[src/shared/gtf_pkg.sv]
// Shared constants for the generic transport framer ends
package gtf_pkg;
  // ************************************************************
  // Frame timing
  // ************************************************************
  localparam int FRAME_PERIOD_MS = 24;
  localparam int CLK_KHZ         = 200_000;
  localparam int FRAME_CYCLES    = FRAME_PERIOD_MS * CLK_KHZ;
  localparam int FRAME_LEN_DEF   = 768;
  localparam int BIT_DIV_DEF     = 780;
  // ************************************************************
  // Frame layout, positions counted from the error level byte
  // ************************************************************
  localparam logic [15:0] POS_ERR      = 16'h0000;
  localparam logic [15:0] POS_SYNC_0   = 16'h0001;
  localparam logic [15:0] POS_SYNC_1   = 16'h0002;
  localparam logic [15:0] POS_SYNC_2   = 16'h0003;
  localparam logic [15:0] POS_DLEN_HI  = 16'h0004;
  localparam logic [15:0] POS_DLEN_LO  = 16'h0005;
  localparam logic [15:0] POS_CLEN_HI  = 16'h0006;
  localparam logic [15:0] POS_CLEN_LO  = 16'h0007;
  localparam logic [15:0] HDR_LEN      = 16'h0008;
  localparam logic [7:0]  FILL_BYTE    = 8'h55;
  // Sync words with the first sent byte in the low bits
  localparam logic [23:0] SYNC_A       = 24'hCA_901F;
  localparam logic [23:0] SYNC_B       = 24'h35_6FE0;
  // ************************************************************
  // Lock control and error level reset value
  // ************************************************************
  localparam logic [1:0]  LOCK_GOOD    = 2'h3;
  localparam logic [1:0]  LOSS_BAD     = 2'h2;
  localparam logic [1:0]  ERR_RST      = 2'h0;
endpackage : gtf_pkg

[src/shared/gtf_link_if.sv]
// Serial link between the device framer and its peer
`timescale 1ns/1ps
`default_nettype none
interface gtf_link_if;
  logic dev_bit;
  logic dev_stb;
  logic peer_bit;
  logic peer_stb;
  modport dev  (output dev_bit, output dev_stb, input peer_bit, input peer_stb);
  modport peer (input dev_bit, input dev_stb, output peer_bit, output peer_stb);
endinterface : gtf_link_if
`default_nettype wire

[src/logic/gtf_dev_framer.sv]
// Device end: frame builder and frame parser with lock and error level
// What this block does
// - Constant-length frame every 24 ms period
// - Sync, header, data, control, tail order
// - Bytes in order, bit 0 first
// - Error byte then 24-bit sync word
// - Error byte from stream error status
// - Error level only 0 to 3
// - CRC failures raise level to 1/2/3
// - Receiver lowers error level only from received error byte
// - Error level ignored when data length zero
// - Sync word alternates between complement patterns
// - Lock after three alternating sync words
// - Lose lock after two bad syncs
// - Header holds data and control lengths
// - Lengths not clamped to fit in frame
// - Zero data length means no data
// - Zero control length means no control
// - Data section follows header, payload first
// - Data fill bytes are 55 hex
// - Control section follows data section
// - Tail fill bytes are 55 hex
// - Receiver ignores tail fill content
// - Flag lengths repeated unchanged between frames
`timescale 1ns/1ps
`default_nettype none
module gtf_dev_framer #(
  parameter int FRAME_LEN = gtf_pkg::FRAME_LEN_DEF,
  parameter int BIT_DIV   = gtf_pkg::BIT_DIV_DEF,
  parameter int FRAME_CYC = gtf_pkg::FRAME_CYCLES
) (
  input  wire logic        clock,
  input  wire logic        nrst,
  gtf_link_if.dev          link,
  input  wire logic [15:0] data_section_length,
  input  wire logic [15:0] control_section_length,
  input  wire logic [15:0] payload_length,
  input  wire logic [1:0]  stream_err_level,
  input  wire logic [7:0]  stream_payload,
  input  wire logic [7:0]  control_payload,
  output var  logic [15:0] tx_pos,
  input  wire logic        crc_valid,
  input  wire logic        crc_stream_characterisation_fail,
  input  wire logic        crc_end_of_header_fail,
  output var  logic        rx_locked,
  output var  logic        rx_frame_start,
  output var  logic        rx_byte_stb,
  output var  logic [7:0]  rx_byte,
  output var  logic [15:0] rx_idx,
  output var  logic        rx_data_q,
  output var  logic        rx_ctrl_q,
  output var  logic        rx_tail_q,
  output var  logic [1:0]  rx_err_level,
  output var  logic        rx_err_valid,
  output var  logic [15:0] rx_data_len,
  output var  logic [15:0] rx_ctrl_len,
  output var  logic        rx_len_stable
);
  generate
    if (FRAME_LEN < 8 || FRAME_LEN > 65535 || BIT_DIV < 1 || FRAME_LEN * 8 * BIT_DIV > FRAME_CYC) begin : g_bad
      $error("Frame does not fit its period");
    end
  endgenerate
  typedef struct packed {
    logic [31:0] ftim;
    logic [15:0] bdiv;
    logic        tx_act;
    logic [15:0] tx_pos;
    logic [2:0]  tx_bc;
    logic [7:0]  tx_sh;
    logic        tx_alt;
    logic        tx_bit;
    logic        tx_stb;
    logic [15:0] tx_dlen;
    logic [15:0] tx_clen;
    logic [15:0] tx_plen;
    logic [1:0]  tx_err;
    logic [23:0] win;
    logic        rx_al;
    logic [15:0] rx_pos;
    logic [2:0]  rx_bc;
    logic [7:0]  rx_sh;
    logic        exp_b;
    logic [1:0]  good;
    logic [1:0]  bad;
    logic        locked;
    logic [15:0] dnew;
    logic [7:0]  chi;
    logic [15:0] dlen;
    logic [15:0] clen;
    logic        same;
    logic [1:0]  err;
    logic        fstart;
    logic        bstb;
    logic [7:0]  byte_v;
    logic [15:0] idx;
    logic        q_data;
    logic        q_ctrl;
    logic        q_tail;
    logic        err_ok;
  } gtf_dev_st_t;
  localparam logic [15:0] LAST_POS = 16'(FRAME_LEN - 1);
  localparam logic [31:0] FTIM_TOP = 32'(FRAME_CYC - 1);
  localparam logic [15:0] BDIV_TOP = 16'(BIT_DIV - 1);
  gtf_dev_st_t q_ff;
  gtf_dev_st_t nxt_q;
  logic [7:0]  tx_sel;
  logic [15:0] tx_b;
  logic [7:0]  tx_cur;
  logic [23:0] win_n;
  logic [7:0]  sh_n;
  logic [15:0] rx_b;
  logic [1:0]  crc_lvl;
  // ************************************************************
  // Transmit byte selection
  // ************************************************************
  always_comb begin
    tx_b = q_ff.tx_pos - gtf_pkg::HDR_LEN;
    unique case (q_ff.tx_pos)
      gtf_pkg::POS_ERR:     tx_sel = {6'h00, q_ff.tx_err};
      gtf_pkg::POS_SYNC_0:  tx_sel = q_ff.tx_alt ? gtf_pkg::SYNC_B[7:0] : gtf_pkg::SYNC_A[7:0];
      gtf_pkg::POS_SYNC_1:  tx_sel = q_ff.tx_alt ? gtf_pkg::SYNC_B[15:8] : gtf_pkg::SYNC_A[15:8];
      gtf_pkg::POS_SYNC_2:  tx_sel = q_ff.tx_alt ? gtf_pkg::SYNC_B[23:16] : gtf_pkg::SYNC_A[23:16];
      gtf_pkg::POS_DLEN_HI: tx_sel = q_ff.tx_dlen[15:8];
      gtf_pkg::POS_DLEN_LO: tx_sel = q_ff.tx_dlen[7:0];
      gtf_pkg::POS_CLEN_HI: tx_sel = q_ff.tx_clen[15:8];
      gtf_pkg::POS_CLEN_LO: tx_sel = q_ff.tx_clen[7:0];
      default: begin
        if (tx_b < q_ff.tx_plen && tx_b < q_ff.tx_dlen) begin
          tx_sel = stream_payload;
        end else if (tx_b < q_ff.tx_dlen) begin
          tx_sel = gtf_pkg::FILL_BYTE;
        end else if ({1'b0, tx_b} < {1'b0, q_ff.tx_dlen} + {1'b0, q_ff.tx_clen}) begin
          tx_sel = control_payload;
        end else begin
          tx_sel = gtf_pkg::FILL_BYTE;
        end
      end
    endcase
  end
  // ************************************************************
  // Next state
  // ************************************************************
  always_comb begin
    nxt_q        = q_ff;
    nxt_q.tx_stb = 1'b0;
    nxt_q.fstart = 1'b0;
    nxt_q.bstb   = 1'b0;
    tx_cur       = (q_ff.tx_bc == 3'h0) ? tx_sel : q_ff.tx_sh;
    win_n        = {link.peer_bit, q_ff.win[23:1]};
    sh_n         = {link.peer_bit, q_ff.rx_sh[7:1]};
    rx_b         = q_ff.rx_pos - gtf_pkg::HDR_LEN;
    crc_lvl      = {crc_end_of_header_fail, crc_stream_characterisation_fail};
    // Frame period; lengths are latched once so a frame never changes shape midway
    nxt_q.ftim = (q_ff.ftim == 32'h0000_0000) ? FTIM_TOP : q_ff.ftim - 32'h0000_0001;
    if (q_ff.ftim == 32'h0000_0000) begin
      nxt_q.tx_act  = 1'b1;
      nxt_q.tx_pos  = 16'h0000;
      nxt_q.tx_bc   = 3'h0;
      nxt_q.bdiv    = 16'h0000;
      nxt_q.tx_alt  = ~q_ff.tx_alt;
      nxt_q.tx_dlen = data_section_length;
      nxt_q.tx_clen = control_section_length;
      nxt_q.tx_plen = payload_length;
      nxt_q.tx_err  = stream_err_level;
    end else if (q_ff.tx_act) begin
      nxt_q.bdiv = (q_ff.bdiv == 16'h0000) ? BDIV_TOP : q_ff.bdiv - 16'h0001;
      if (q_ff.bdiv == 16'h0000) begin
        nxt_q.tx_stb = 1'b1;
        nxt_q.tx_bit = tx_cur[0];
        nxt_q.tx_sh  = {1'b0, tx_cur[7:1]};
        nxt_q.tx_bc  = q_ff.tx_bc + 3'h1;
        if (q_ff.tx_bc == 3'h7) begin
          nxt_q.tx_pos = q_ff.tx_pos + 16'h0001;
          if (q_ff.tx_pos == LAST_POS) nxt_q.tx_act = 1'b0;
        end
      end
    end
    // CRC failures may only raise the error level, and only while a data section is present
    if (crc_valid && q_ff.dlen != 16'h0000 && crc_lvl > q_ff.err) begin
      nxt_q.err = crc_lvl;
    end
    if (link.peer_stb) begin
      nxt_q.win = win_n;
      if (!q_ff.rx_al) begin
        // Hunting: any sync pattern aligns the byte counter
        if (win_n == gtf_pkg::SYNC_A || win_n == gtf_pkg::SYNC_B) begin
          nxt_q.rx_al  = 1'b1;
          nxt_q.rx_pos = gtf_pkg::POS_DLEN_HI;
          nxt_q.rx_bc  = 3'h0;
          nxt_q.exp_b  = (win_n == gtf_pkg::SYNC_A);
          nxt_q.good   = 2'h1;
        end
      end else begin
        nxt_q.rx_sh = sh_n;
        nxt_q.rx_bc = q_ff.rx_bc + 3'h1;
        if (q_ff.rx_bc == 3'h7) begin
          nxt_q.rx_pos = (q_ff.rx_pos == LAST_POS) ? 16'h0000 : q_ff.rx_pos + 16'h0001;
          if (q_ff.rx_pos == gtf_pkg::POS_ERR) begin
            nxt_q.err    = sh_n[1:0];
            nxt_q.fstart = q_ff.locked;
          end
          if (q_ff.rx_pos == gtf_pkg::POS_SYNC_2) begin
            if (win_n == (q_ff.exp_b ? gtf_pkg::SYNC_B : gtf_pkg::SYNC_A)) begin
              nxt_q.exp_b = ~q_ff.exp_b;
              nxt_q.bad   = 2'h0;
              nxt_q.good  = (q_ff.good == gtf_pkg::LOCK_GOOD) ? q_ff.good : q_ff.good + 2'h1;
              if (q_ff.good + 2'h1 == gtf_pkg::LOCK_GOOD) begin
                nxt_q.locked = 1'b1;
              end
            end else if (q_ff.locked && q_ff.bad + 2'h1 != gtf_pkg::LOSS_BAD) begin
              // One miss is tolerated; keep the expected pattern marching
              nxt_q.exp_b = ~q_ff.exp_b;
              nxt_q.bad   = q_ff.bad + 2'h1;
            end else begin
              nxt_q.locked = 1'b0;
              nxt_q.rx_al  = 1'b0;
              nxt_q.good   = 2'h0;
              nxt_q.bad    = 2'h0;
            end
          end
          if (q_ff.rx_pos == gtf_pkg::POS_DLEN_HI) nxt_q.dnew[15:8] = sh_n;
          if (q_ff.rx_pos == gtf_pkg::POS_DLEN_LO) nxt_q.dnew[7:0] = sh_n;
          if (q_ff.rx_pos == gtf_pkg::POS_CLEN_HI) nxt_q.chi = sh_n;
          if (q_ff.rx_pos == gtf_pkg::POS_CLEN_LO) begin
            nxt_q.same = (q_ff.dnew == q_ff.dlen) && ({q_ff.chi, sh_n} == q_ff.clen);
            nxt_q.dlen = q_ff.dnew;
            nxt_q.clen = {q_ff.chi, sh_n};
          end
          if (q_ff.rx_pos >= gtf_pkg::HDR_LEN && q_ff.locked) begin
            nxt_q.bstb   = 1'b1;
            nxt_q.byte_v = sh_n;
            nxt_q.idx    = rx_b;
            nxt_q.q_data = rx_b < q_ff.dlen;
            nxt_q.q_ctrl = (rx_b >= q_ff.dlen) && ({1'b0, rx_b} < {1'b0, q_ff.dlen} + {1'b0, q_ff.clen});
            // Tail content is only flagged, never interpreted
            nxt_q.q_tail = {1'b0, rx_b} >= {1'b0, q_ff.dlen} + {1'b0, q_ff.clen};
          end
        end
      end
    end
    nxt_q.err_ok = nxt_q.locked && (nxt_q.dlen != 16'h0000);
  end
  always_ff @(posedge clock or negedge nrst) begin
    if (!nrst) begin
      q_ff     <= '0;
      q_ff.err <= gtf_pkg::ERR_RST;
    end else begin
      q_ff <= nxt_q;
    end
  end
  // ************************************************************
  // Outputs
  // ************************************************************
  assign link.dev_bit   = q_ff.tx_bit;
  assign link.dev_stb   = q_ff.tx_stb;
  assign tx_pos         = q_ff.tx_pos;
  assign rx_locked      = q_ff.locked;
  assign rx_frame_start = q_ff.fstart;
  assign rx_byte_stb    = q_ff.bstb;
  assign rx_byte        = q_ff.byte_v;
  assign rx_idx         = q_ff.idx;
  assign rx_data_q      = q_ff.q_data;
  assign rx_ctrl_q      = q_ff.q_ctrl;
  assign rx_tail_q      = q_ff.q_tail;
  assign rx_err_level   = q_ff.err;
  assign rx_err_valid   = q_ff.err_ok;
  assign rx_data_len    = q_ff.dlen;
  assign rx_ctrl_len    = q_ff.clen;
  assign rx_len_stable  = q_ff.same;
endmodule : gtf_dev_framer
`default_nettype wire

[src/flat_wrapper.sv]
// flat-port wrapper written by rule: the top's interface ports become plain ports
module gtf_dev_framer_flat 
#(
  parameter int FRAME_LEN = gtf_pkg::FRAME_LEN_DEF,
  parameter int BIT_DIV   = gtf_pkg::BIT_DIV_DEF,
  parameter int FRAME_CYC = gtf_pkg::FRAME_CYCLES
)
  (clock, nrst, data_section_length, control_section_length, payload_length, stream_err_level, stream_payload, control_payload, tx_pos, crc_valid, crc_stream_characterisation_fail, crc_end_of_header_fail, rx_locked, rx_frame_start, rx_byte_stb, rx_byte, rx_idx, rx_data_q, rx_ctrl_q, rx_tail_q, rx_err_level, rx_err_valid, rx_data_len, rx_ctrl_len, rx_len_stable, link_dev_bit, link_dev_stb, link_peer_bit, link_peer_stb);
  gtf_link_if link_i ();
  input  wire logic clock;
  input  wire logic nrst;
  input  wire logic [15:0] data_section_length;
  input  wire logic [15:0] control_section_length;
  input  wire logic [15:0] payload_length;
  input  wire logic [1:0] stream_err_level;
  input  wire logic [7:0] stream_payload;
  input  wire logic [7:0] control_payload;
  output var  logic [15:0] tx_pos;
  input  wire logic crc_valid;
  input  wire logic crc_stream_characterisation_fail;
  input  wire logic crc_end_of_header_fail;
  output var  logic rx_locked;
  output var  logic rx_frame_start;
  output var  logic rx_byte_stb;
  output var  logic [7:0] rx_byte;
  output var  logic [15:0] rx_idx;
  output var  logic rx_data_q;
  output var  logic rx_ctrl_q;
  output var  logic rx_tail_q;
  output var  logic [1:0] rx_err_level;
  output var  logic rx_err_valid;
  output var  logic [15:0] rx_data_len;
  output var  logic [15:0] rx_ctrl_len;
  output var  logic rx_len_stable;
  output wire logic [$bits(link_i.dev_bit)-1:0] link_dev_bit;
  output wire logic [$bits(link_i.dev_stb)-1:0] link_dev_stb;
  input wire logic [$bits(link_i.peer_bit)-1:0] link_peer_bit;
  input wire logic [$bits(link_i.peer_stb)-1:0] link_peer_stb;
  assign link_dev_bit = link_i.dev_bit;
  assign link_dev_stb = link_i.dev_stb;
  assign link_i.peer_bit = link_peer_bit;
  assign link_i.peer_stb = link_peer_stb;
  gtf_dev_framer #(.FRAME_LEN(FRAME_LEN), .BIT_DIV(BIT_DIV), .FRAME_CYC(FRAME_CYC)) u_core (.clock(clock), .nrst(nrst), .link(link_i), .data_section_length(data_section_length), .control_section_length(control_section_length), .payload_length(payload_length), .stream_err_level(stream_err_level), .stream_payload(stream_payload), .control_payload(control_payload), .tx_pos(tx_pos), .crc_valid(crc_valid), .crc_stream_characterisation_fail(crc_stream_characterisation_fail), .crc_end_of_header_fail(crc_end_of_header_fail), .rx_locked(rx_locked), .rx_frame_start(rx_frame_start), .rx_byte_stb(rx_byte_stb), .rx_byte(rx_byte), .rx_idx(rx_idx), .rx_data_q(rx_data_q), .rx_ctrl_q(rx_ctrl_q), .rx_tail_q(rx_tail_q), .rx_err_level(rx_err_level), .rx_err_valid(rx_err_valid), .rx_data_len(rx_data_len), .rx_ctrl_len(rx_ctrl_len), .rx_len_stable(rx_len_stable));
endmodule
[config.mk]
export PLATFORM = sky130hd
export DESIGN_NAME = gtf_dev_framer_flat
export DESIGN_NICKNAME = d
export VERILOG_FILES = /design/src/shared/gtf_pkg.sv /design/src/shared/gtf_link_if.sv /design/src/logic/gtf_dev_framer.sv /design/src/flat_wrapper.sv
export SDC_FILE = /design/constraint.sdc
export NUM_CORES = 1
export LEC_CHECK = 0
export ABC_AREA = 1
export BUFFER_PORTS_ARGS = -buffer_cell sky130_fd_sc_hd__buf_2
export CAP_MARGIN = 5
export CORE_ASPECT_RATIO = 1.5
export CORE_MARGIN = 10
export CORE_UTILIZATION = 37
export DETAILED_ROUTE_END_ITERATION = 10
export GPL_ROUTABILITY_DRIVEN = 0
export GPL_TIMING_DRIVEN = 1
export PLACE_DENSITY_LB_ADDON = 0.12
export RECOVER_POWER = 50
export SYNTH_ARGS = -nofsm -noshare
export SYNTH_HDL_FRONTEND = slang
export SYNTH_SLANG_ARGS = --single-unit
[constraint.sdc]
create_clock -name clock -period 4.29 [get_ports clock]
set_clock_uncertainty 0.05 [all_clocks]
set_input_delay 0.6435 -clock clock [delete_from_list [all_inputs] [get_ports clock]]
set_output_delay 0.6435 -clock clock [all_outputs]
set_load 0.005 [all_outputs]
==> metrics, run 1 <==
Slew @ Worst Pin 3.17 ns; largest cells by area after synthesis dfrtp_1 39%, ha_1 9.5%, nand2_1 9.3%, inv_1 5.8%, nor2_1 4.8%; vias in the first global route 15100; post-synthesis net count 2434; clock latency on the worst-skew pair 0.59 ns; Power Density 424 nW/um^2; Vias/cell 5.09; Crit path largest cell delay 0.41 ns; Antenna Nets Post-Route 0; Tot GR Track Use 19.4%; Initial Util 37.4%; cell breakdown of the critical path ha_1 > fa_1 > a21oi_1 > o21ai_0 > a21oi_1 > nor2_1 > nor2_1 > xor2_1 > ha_1 > a21oi_1 > nor2_1 > a211oi_1 > nand2_1 > nand2_1 > nand2_1 > nand3_1 > nand3_1 > nand2_1 > nand2_1 > a21oi_1; Leakage 9.48 nW; CP Data Required Time 4.73 ns; Fin. Hold Viols 0; Post-Route WL 55.7 mm; post-synth top area cell dfrtp_1; row cnt 97; area of the multi-input gates 8760 um^2; FF/Latch Area 6830 um^2; Synth Register Bits 273; Worst Path Buf+Inv 0; prevailing post-synth register cell dfrtp_1; layout cells sized above 1 12.3%; ys async rst share 100%; Wirelength per Cell 18.9 um; slowest stage cell, crit path fa_1; Sink Count 273; Post-synth top cells 431 x nand2_1, 273 x dfrtp_1, 272 x inv_1; top routing layer in use met4; IO buf count 156; Seq/Total Area, Yosys 39.1%; global-route wire length before repair 85.5 mm; syn_area_per_cell 7.84 um^2; failing checks capacitance limit, slew limit; Worst path top cell family by delay compound AO/OA/AOI/OAI gates; top-count cell post-synth nand2_1; Peak Freq 256 MHz; DRC viols 0; Yosys cell types 64; Peak VDD IR 0.302 mV; Final Cycle Share 91.0%; Worst EP arrival 4.35 ns; area growth from synthesis to layout 11.6%; Fillers 4807; Final #Nets 2528; setup TNS 0 ns; Setup crit start kind flip-flop; DR pass1 iterations 5; clk slew on worst S/H paths 0.06 ns; worst hold path class in2reg; TritonCTS clock tree built; core region area 46700 um^2; critical path class reg2reg; Yosys warnings 0; initial antenna violation count 0; H-tree depth 1; Slew Limit Fails 163; final setup fails 0; max cap viols 2; die width 197 um; hpwl dp 44.3 mm; Reg2Reg Setup Slack 0.39 ns; relative slew slack -111%; Clock Path Buffers 3; worst-path fanout max 8; crit path capture type flip-flop; CP dominant cell by count nand2_1; number of setup buffers added after CTS 0; Via Count 15000; ant diodes 0; Syn Inst Count 2226; die height 286 um; remaining global-route overflow 0; wire length on met3 2.16 mm; Yosys top cell area share 39.1%; CTS resizes 0; post-layout minimum cycle time 3.90 ns; number of synthesized flops with an enable pin 0; hold buffers post-CTS 0; num ports 157; largest net degree at the start of global routing 118; status complete, but fails checks; CTS buffer count 31; initial drt markers 763; synthesized cell area 17500 um^2; WL met1 19.8 mm; metal2 WL 30.3 mm; unrepaired setup endpoints after global routing no; fin util 41.7%; die area 56500 um^2; root cell of the clock tree clkbuf_16
cell type report:
cell class | count | area share [%]
inverter | 291 | 5.62
timing repair buffer | 178 | 4.96
tap | 594 | 3.81
clock buffer | 41 | 4.38
multi-input combinational | 1545 | 44.9
sequential | 273 | 35.1
clock inverter | 17 | 1.22
tightest hold or removal path: stages:
cell,delay [ns]
buf_2,0.07
nor2_1,0.03
nor2_1,0.07
state kept, by name (all words and copies together) (netlist names):
| signal | cells |
|---|---|
| u_core.rx_data_q | 1 |
| u_core.rx_idx | 16 |
| u_core.link.dev_stb | 1 |
| u_core.rx_data_len | 16 |
| u_core.tx_pos | 16 |
| u_core.rx_ctrl_q | 1 |
| u_core.link.dev_bit | 1 |
| u_core.rx_locked | 1 |
| u_core.rx_byte | 8 |
| u_core.rx_err_level | 2 |
| u_core.rx_err_valid | 1 |
| u_core.rx_tail_q | 1 |
| u_core.rx_ctrl_len | 16 |
| u_core.rx_byte_stb | 1 |
| u_core.rx_len_stable | 1 |
| u_core.q_ff | 189 |
| u_core.rx_frame_start | 1 |
layout by cell type, fill, tap and decap left out, drive strengths merged, types with 3 or more instances in the layout:
cell type and count:
o211ai 4, o21ai 174, buf 171, and2 3, xnor2 26, a211oi 3
inv 288, a31oi 6, o21a 5, nand3b 6, dfrtp 273, nor3b 6
a21o 5, a21oi 158, mux2 5, clkinv 14, nand2 435, nand4 50
nor4 21, ha 133, xor2 67, bufinv 5, nand3 78, or2 5
nor2 244, nor3 61, o31ai 6, clkbuf 48, o22ai 18, o21bai 3
and3 4
stage by stage:
stage | cells | instance area (um^2) | hold WS [ns] | power (mW) | setup WS (ns)
2_1_floorplan | 2226 | 17500 | 0.298 | 4.72 | 1.09
3_3_place_gp | 2881 | 18500 | 0.407 | 5.41 | 0.439
3_5_place_dp | 2881 | 18500 | 0.410 | 5.47 | 0.340
4_1_cts | 2939 | 19600 | 0.0856 | 8.39 | 0.287
5_1_grt | 2939 | 19500 | 0.235 | 8.80 | 0.0716
6_report | 2939 | 19500 | 0.238 | 8.26 | 0.387
path summary, 6_finish.rpt:
kind	startpoint	endpoint	depth (start not counted)
max	u_core.q_ff[165]	u_core.q_ff[200]	20
min	control_section_length[4]	u_core.q_ff[169]	3
max reg2reg	u_core.q_ff[165]	u_core.q_ff[200]	20
min reg2reg	u_core.rx_idx[15]	u_core.rx_idx[15]	2
max in group asynchronous	nrst	u_core.q_ff[96]	2
min in group asynchronous	nrst	u_core.rx_byte_stb	1
logic make-up (layout without fill, tap and decap cells):
logic type	after synthesis	after routing	share of synthesized area (%)
simple gates	914	914	23.3
buf+inv	408	527	10.5
compound gates	397	397	12.3
flops	273	273	39.1
fa+ha+maj	135	135	9.76
xor+xnor	93	93	4.67
mux	6	6	0.380
per-layer routing:
layer	vias up	global-route usage [%]
li1	7439	-
met1	7059	19.1
met2	340	37.7
met3	119	2.52
met4	0	10.9
met5	-	0
power by group:
group          internal [mW]  switching, mW
Combinational          0.880           1.46
Sequential              2.82          0.224
Clock                   1.71           1.16
Total                   5.41           2.85
(Power assumes the default switching activity.)
==> run 2, diff against run 1 <==
--- a/config.mk
+++ b/config.mk
@@ -10,11 +10,11 @@
 export CAP_MARGIN = 5
 export CORE_ASPECT_RATIO = 1.5
 export CORE_MARGIN = 10
-export CORE_UTILIZATION = 37
+export CORE_UTILIZATION = 45
 export DETAILED_ROUTE_END_ITERATION = 10
 export GPL_ROUTABILITY_DRIVEN = 0
 export GPL_TIMING_DRIVEN = 1
-export PLACE_DENSITY_LB_ADDON = 0.12
+export PLACE_DENSITY = 0.62
 export RECOVER_POWER = 50
 export SYNTH_ARGS = -nofsm -noshare
 export SYNTH_HDL_FRONTEND = slang
==> run 2 against run 1 <==
Effect of this change:
- the flow still finishes with violations (capacitance limit, slew limit)
- die area decreased by 16%
- sequential power about the same
- fmax shrank 1.2%
- hold slack improved by 0.0072 ns
- first-iteration DRC count grew 10%
- wire length down 9.1%
- critical path depth is 3 lower
- worst setup slack got worse by 0.048 ns
- clock power down 13%
- register-to-register slack got worse by 0.05 ns
- critical endpoint is now u_core.q_ff[201]
==> metrics, run 2 (synthesis results as in run 1) <==
initial drt markers 843 (was 763); layout cells sized above 1 11.9% (was 12.3%); Power Density 408 nW/um^2 (was 424 nW/um^2); Design Area, Final 19100 um^2 (was 19500 um^2); hold buffers post-CTS 0 (unchanged); vias in the first global route 15200 (was 15100); largest net degree at the start of global routing 122 (was 118); global-route wire length before repair 80.3 mm (was 85.5 mm); max reg flops 189 (unchanged); unrepaired setup endpoints after global routing no (unchanged); die width 181 um (was 197 um); Setup WS post-layout 0.339 ns (was 0.387 ns); initial antenna violation count 0 (unchanged); ant diodes 0 (unchanged); setup TNS 0 ns (unchanged); IO buf count 156 (unchanged); Initial Util 45.4% (was 37.4%); clock latency on the worst-skew pair 0.56 ns (was 0.59 ns); root cell of the clock tree clkbuf_16 (unchanged); overall power 7.81 mW (was 8.26 mW); critical path class reg2reg (unchanged); status complete, but fails checks (unchanged); Final #Nets 2518 (was 2528); Vias/cell 5.34 (was 5.09); Peak Freq 253 MHz (was 256 MHz); Slew @ Worst Pin 3.19 ns (was 3.17 ns); CTS buffer count 28 (was 31); Final Cycle Share 92.1% (was 91.0%); Reg2Reg Setup Slack 0.34 ns (was 0.39 ns); Sink Count 273 (unchanged); most frequent cells in the layout 433 x nand2_1, 273 x dfrtp_1, 272 x inv_1 (unchanged); Leakage 9.36 nW (was 9.48 nW); H-tree depth 1 (unchanged); WHS Endpoint u_core.q_ff[169] (unchanged); Crit path depth 17 (was 20); Fillers 3760 (was 4807); Peak VDD IR 0.453 mV (was 0.302 mV); max cap viols 2 (unchanged); Via Count 15100 (was 15000); Crit path largest cell delay 0.50 ns (was 0.41 ns); post-layout minimum cycle time 3.95 ns (was 3.90 ns); Worst Path Buf+Inv 1 (was 0); area growth from synthesis to layout 9.50% (was 11.6%); remaining global-route overflow 0 (unchanged); Fin. Hold Viols 0 (unchanged); DR pass1 iterations 5 (unchanged); row cnt 88 (was 97); hpwl dp 39.7 mm (was 44.3 mm); Worst path top cell family by delay simple AND/OR/NAND/NOR gates (was compound AO/OA/AOI/OAI gates); worst slack at placement 0.450 ns (was 0.340 ns); number of setup buffers added after CTS 0 (unchanged); relative slew slack -113% (was -111%); Antenna Nets Post-Route 0 (unchanged); Wirelength per Cell 17.9 um (was 18.9 um); worst-path fanout max 9 (was 8); cell breakdown of the critical path inv_1 > ha_1 > nand2_1 > nor3_1 > and2_1 > xor2_1 > ha_1 > a21oi_1 > o21ai_0 > a21oi_1 > nand2_1 > nor2_1 > a21oi_1 > nand2_1 > nand2_1 > nand2_1 > nand2_1 (was ha_1 > fa_1 > a21oi_1 > o21ai_0 > a21oi_1 > nor2_1 > nor2_1 > xor2_1 > ha_1 > a21oi_1 > nor2_1 > a211oi_1 > nand2_1 > nand2_1 > nand2_1 > nand3_1 > nand3_1 > nand2_1 > nand2_1 > a21oi_1); die area 47200 um^2 (was 56500 um^2); placed instance area 18300 um^2 (was 18500 um^2); Setup crit start kind flip-flop (unchanged); failing checks capacitance limit, slew limit (unchanged); worst r2r path cells 17 (was 20); die height 261 um (was 286 um); num ports 157 (unchanged); DRC viols 0 (unchanged); crit path capture type flip-flop (unchanged); core region area 38400 um^2 (was 46700 um^2); area of the multi-input gates 8750 um^2 (was 8760 um^2); critical path startpoint u_core.tx_pos[4] (was u_core.q_ff[165]); WHS Path Cells 3 (unchanged); Worst EP arrival 4.36 ns (was 4.35 ns); clk slew on worst S/H paths 0.07 ns (was 0.06 ns); Slew Limit Fails 167 (was 163); TritonCTS clock tree built (unchanged); HP Start control_section_length[4] (unchanged); CTS resizes 0 (unchanged); CP dominant cell by count nand2_1 (unchanged); slowest stage cell, crit path nor2_1 (was fa_1); Clock Path Buffers 3 (unchanged); Tot GR Track Use 20.9% (was 19.4%); Post-Route WL 50.6 mm (was 55.7 mm); largest register by flop count u_core.q_ff (unchanged); CP Data Required Time 4.69 ns (was 4.73 ns); worst hold path class in2reg (unchanged); Worst R2R Start u_core.tx_pos[4] (was u_core.q_ff[165]); reg2reg end u_core.q_ff[201] (was u_core.q_ff[200]); commonest non-fill, non-tap cell in the layout nand2_1 (unchanged); FF/Latch Area 6830 um^2 (unchanged); final setup fails 0 (unchanged)
-- run 2: cell types whose count changed in the layout (fill, tap and decap cells not counted), sizes merged --
cell,change
bufinv,-3
clkinvlp,+1
buf,-8
clkinv,+3
clkbuf,-6
inv,-1
-- run 2: area by class of cell --
cell class | count | area share (%)
clock inverter | 17 | 0.870
clock buffer | 34 | 3.99
multi-input combinational | 1545 | 45.8
inverter | 291 | 5.73
tap | 495 | 3.24
sequential | 273 | 35.7
timing repair buffer | 171 | 4.65
-- run 2: tightest hold or removal path, stage by stage --
cell	delay (ns)
buf_2	0.07
nor2_1	0.03
nor2_1	0.07
-- run 2: where the power goes --
group | switching, mW | leakage, nW | internal [mW] | total, mW
Sequential | 0.214 | 3.48 | 2.82 | 3.04
Combinational | 1.42 | 5.42 | 0.870 | 2.29
Clock | 1.09 | 0.460 | 1.40 | 2.49
Total | 2.72 | 9.36 | 5.09 | 7.81
-- run 2: worst max path at each step --
stage | endpoint
global placement | u_core.q_ff[201]
finish | u_core.q_ff[201]
global route | u_core.q_ff[203]
floorplan | u_core.q_ff[201]
CTS | u_core.q_ff[201]
detailed placement | u_core.q_ff[201]
-- run 2: metal layers --
layer	global-route usage, %	up-vias	part of all wire (%)
li1	-	7407	-
met1	21.4	7117	36
met2	40.0	429	53
met3	2.90	147	4.6
met4	11.9	0	6.0
met5	0	-	0
-- run 2: stage by stage --
stage	hold slack, ns	cells	util (%)
after floorplan	0.298	2226	-
after global placement	0.410	2775	47.5
after detailed placement	0.410	2775	47.5
after CTS	0.155	2826	49.9
after global routing	0.241	2826	49.7
final	0.245	2826	49.7
==> run 3, diff against run 2 <==
--- a/config.mk
+++ b/config.mk
@@ -16,6 +16,7 @@
 export GPL_TIMING_DRIVEN = 1
 export PLACE_DENSITY = 0.62
 export RECOVER_POWER = 50
+export SETUP_SLACK_MARGIN = 0.5
 export SYNTH_ARGS = -nofsm -noshare
 export SYNTH_HDL_FRONTEND = slang
 export SYNTH_SLANG_ARGS = --single-unit
==> run 3 against run 2 <==
Effect of this change:
- the run still ends with capacitance limit, slew limit left
- final cell count unchanged
- worst setup slack better by 0.44 ns
- utilization up 0.12 points
- clock power about the same
- non-clock buffer count unchanged
- power up 0.31%
- via count about the same
- sequential power about the same
- wire length about the same
- combinational power about the same
- die area unchanged
- largest power group unchanged
==> metrics, run 3 (synthesis results as in run 1) <==
status complete, but fails checks (unchanged); failing checks capacitance limit, slew limit (unchanged); clock latency on the worst-skew pair 0.56 ns (about the same); commonest non-fill, non-tap cell in the layout nand2_1 (unchanged); Peak Freq 285 MHz (was 253 MHz); Leakage 9.35 nW (was 9.36 nW); Slew @ Worst Pin 3.16 ns (was 3.19 ns); remaining global-route overflow 0 (unchanged); unrepaired setup endpoints after global routing no (unchanged); Crit path largest cell delay 0.61 ns (was 0.50 ns); clk slew on worst S/H paths 0.07 ns (about the same); DRC viols 0 (unchanged); Worst EP arrival 3.91 ns (was 4.36 ns); area growth from synthesis to layout 9.76% (was 9.50%); worst hold path class in2reg (unchanged); initial drt markers 805 (was 843); DR pass1 iterations 5 (unchanged); Cells after DPL 2775 (unchanged); most frequent cells in the layout 432 x nand2_1, 272 x inv_1, 271 x dfrtp_1 (was 433 x nand2_1, 273 x dfrtp_1, 272 x inv_1); CTS buffer count 28 (unchanged); ant diodes 0 (unchanged); Sink Count 273 (unchanged); Fillers 3749 (was 3760); Via Count 15100 (about the same); die area 47200 um^2 (unchanged); Final Cycle Share 81.8% (was 92.1%); vias in the first global route 15200 (about the same); Initial Util 45.4% (unchanged); wire length on met3 2.34 mm (about the same); slowest stage cell, crit path o21ai_0 (was nor2_1); Slew Limit Fails 167 (unchanged); Post-Route WL 50.6 mm (about the same); CP dominant cell by count nand2_1 (unchanged); Tot GR Track Use 20.9% (about the same); WL met1 18.3 mm (about the same); num ports 157 (unchanged); initial antenna violation count 0 (unchanged); critical path class reg2reg (unchanged); top routing layer in use met4 (unchanged); largest net degree at the start of global routing 122 (unchanged); Clock Path Buffers 3 (unchanged); worst-path fanout max 8 (was 9); Antenna Nets Post-Route 0 (unchanged); TritonCTS clock tree built (unchanged); H-tree depth 1 (unchanged); max cap viols 2 (unchanged); die width 181 um (unchanged); crit path capture type flip-flop (unchanged); setup TNS 0 ns (unchanged); core region area 38400 um^2 (unchanged); largest register by flop count u_core.q_ff (unchanged); CP Data Required Time 4.69 ns (about the same); Vias/cell 5.35 (was 5.34); global-route wire length before repair 80.3 mm (about the same); root cell of the clock tree clkbuf_16 (unchanged); row cnt 88 (unchanged); layout cells sized above 1 12.3% (was 11.9%); post-layout minimum cycle time 3.51 ns (was 3.95 ns); cell breakdown of the critical path ha_1 > nand2_1 > o21ai_0 > a21oi_1 > nor2_1 > nor2_1 > xor2_1 > ha_1 > a21oi_1 > nor2_1 > a211oi_1 > nand2_1 > nand2_1 > nand2_1 > nand3_2 > nand3b_1 > nand2_1 > nand2_1 > nand2_1 > nand2_1 (was inv_1 > ha_1 > nand2_1 > nor3_1 > and2_1 > xor2_1 > ha_1 > a21oi_1 > o21ai_0 > a21oi_1 > nand2_1 > nor2_1 > a21oi_1 > nand2_1 > nand2_1 > nand2_1 > nand2_1); metal2 WL 27.0 mm (was 26.9 mm); Setup crit start kind flip-flop (unchanged); IO buf count 156 (unchanged); max reg flops 189 (unchanged); Wirelength per Cell 17.9 um (about the same); Final #Nets 2518 (unchanged); number of setup buffers added after CTS 0 (unchanged); Final Non-Filler Cells 2826 (unchanged); Peak VDD IR 0.454 mV (was 0.453 mV); Fin. Hold Viols 0 (unchanged); die height 261 um (unchanged); Power Density 409 nW/um^2 (was 408 nW/um^2); final setup fails 0 (unchanged); relative slew slack -111% (was -113%); hpwl dp 39.7 mm (unchanged)
## run 3: cell types whose count changed in the layout (fill, tap and decap cells not counted), sizes merged
cell and change:
buf -1, clkbuf +1
## run 3: power breakdown
part,switching (mW),internal (mW),leakage [nW]
combinational,1.43,0.881,5.41
clock,1.09,1.40,0.460
sequential,0.212,2.82,3.48
total,2.73,5.10,9.35
## run 3: layout make-up
class,count,area (um^2),share of cell area (%)
clock buffers,34,763,3.98
clock inverters,17,166,0.868
inverters,291,1090,5.71
multi-input cells,1545,8800,45.9
flip-flops and latches,273,6830,35.7
well taps,495,619,3.23
repair buffers,171,887,4.63
## run 3: metrics by stage
step	setup slack, ns	cell area [um^2]	power (mW)	utilization, %	hold slack, ns
2_1_floorplan	1.09	17500	4.72	-	0.298
3_3_place_gp	0.574	18300	5.29	47.5	0.410
3_5_place_dp	0.450	18300	5.37	47.5	0.410
4_1_cts	0.563	19200	7.89	49.9	0.155
5_1_grt	0.320	19200	8.40	49.9	0.241
6_report	0.782	19200	7.83	49.9	0.244
## run 3: worst max-delay path, delay by kind of cell, from the launching register on
| family | cells | cell delay, ns |
|---|---|---|
| XOR/XNOR | 1 | 0.14 |
| AND/OR/NAND/NOR | 13 | 1.03 |
| adder cells (fa/ha/maj) | 2 | 0.72 |
| AO/OA/AOI/OAI | 4 | 1.07 |
| flip-flops | 1 | 0.39 |
## run 3: routing by layer
metal	up-vias	track usage [%]
met1	7136	21.4
met3	135	2.90
met5	-	0
met4	0	11.9
met2	434	40.0
li1	7410	-
## run 3: final timing paths
kind	from	to	slack (ns)	cells after the start
max	u_core.q_ff[172]	u_core.q_ff[201]	0.78	20
min	control_section_length[4]	u_core.q_ff[169]	0.24	3
max reg2reg	u_core.q_ff[172]	u_core.q_ff[201]	0.78	20
min reg2reg	u_core.rx_tail_q	u_core.rx_tail_q	0.42	2
max in group asynchronous	nrst	u_core.q_ff[141]	1.02	2
min in group asynchronous	nrst	u_core.q_ff[265]	1.05	1
## run 3: repair_timing
action	4_1_cts	5_1_grt
endpoints found under the setup margin	8	10
pin swaps	0	1
hold buffers	0	0
resized for setup	1	13
cloned	0	0
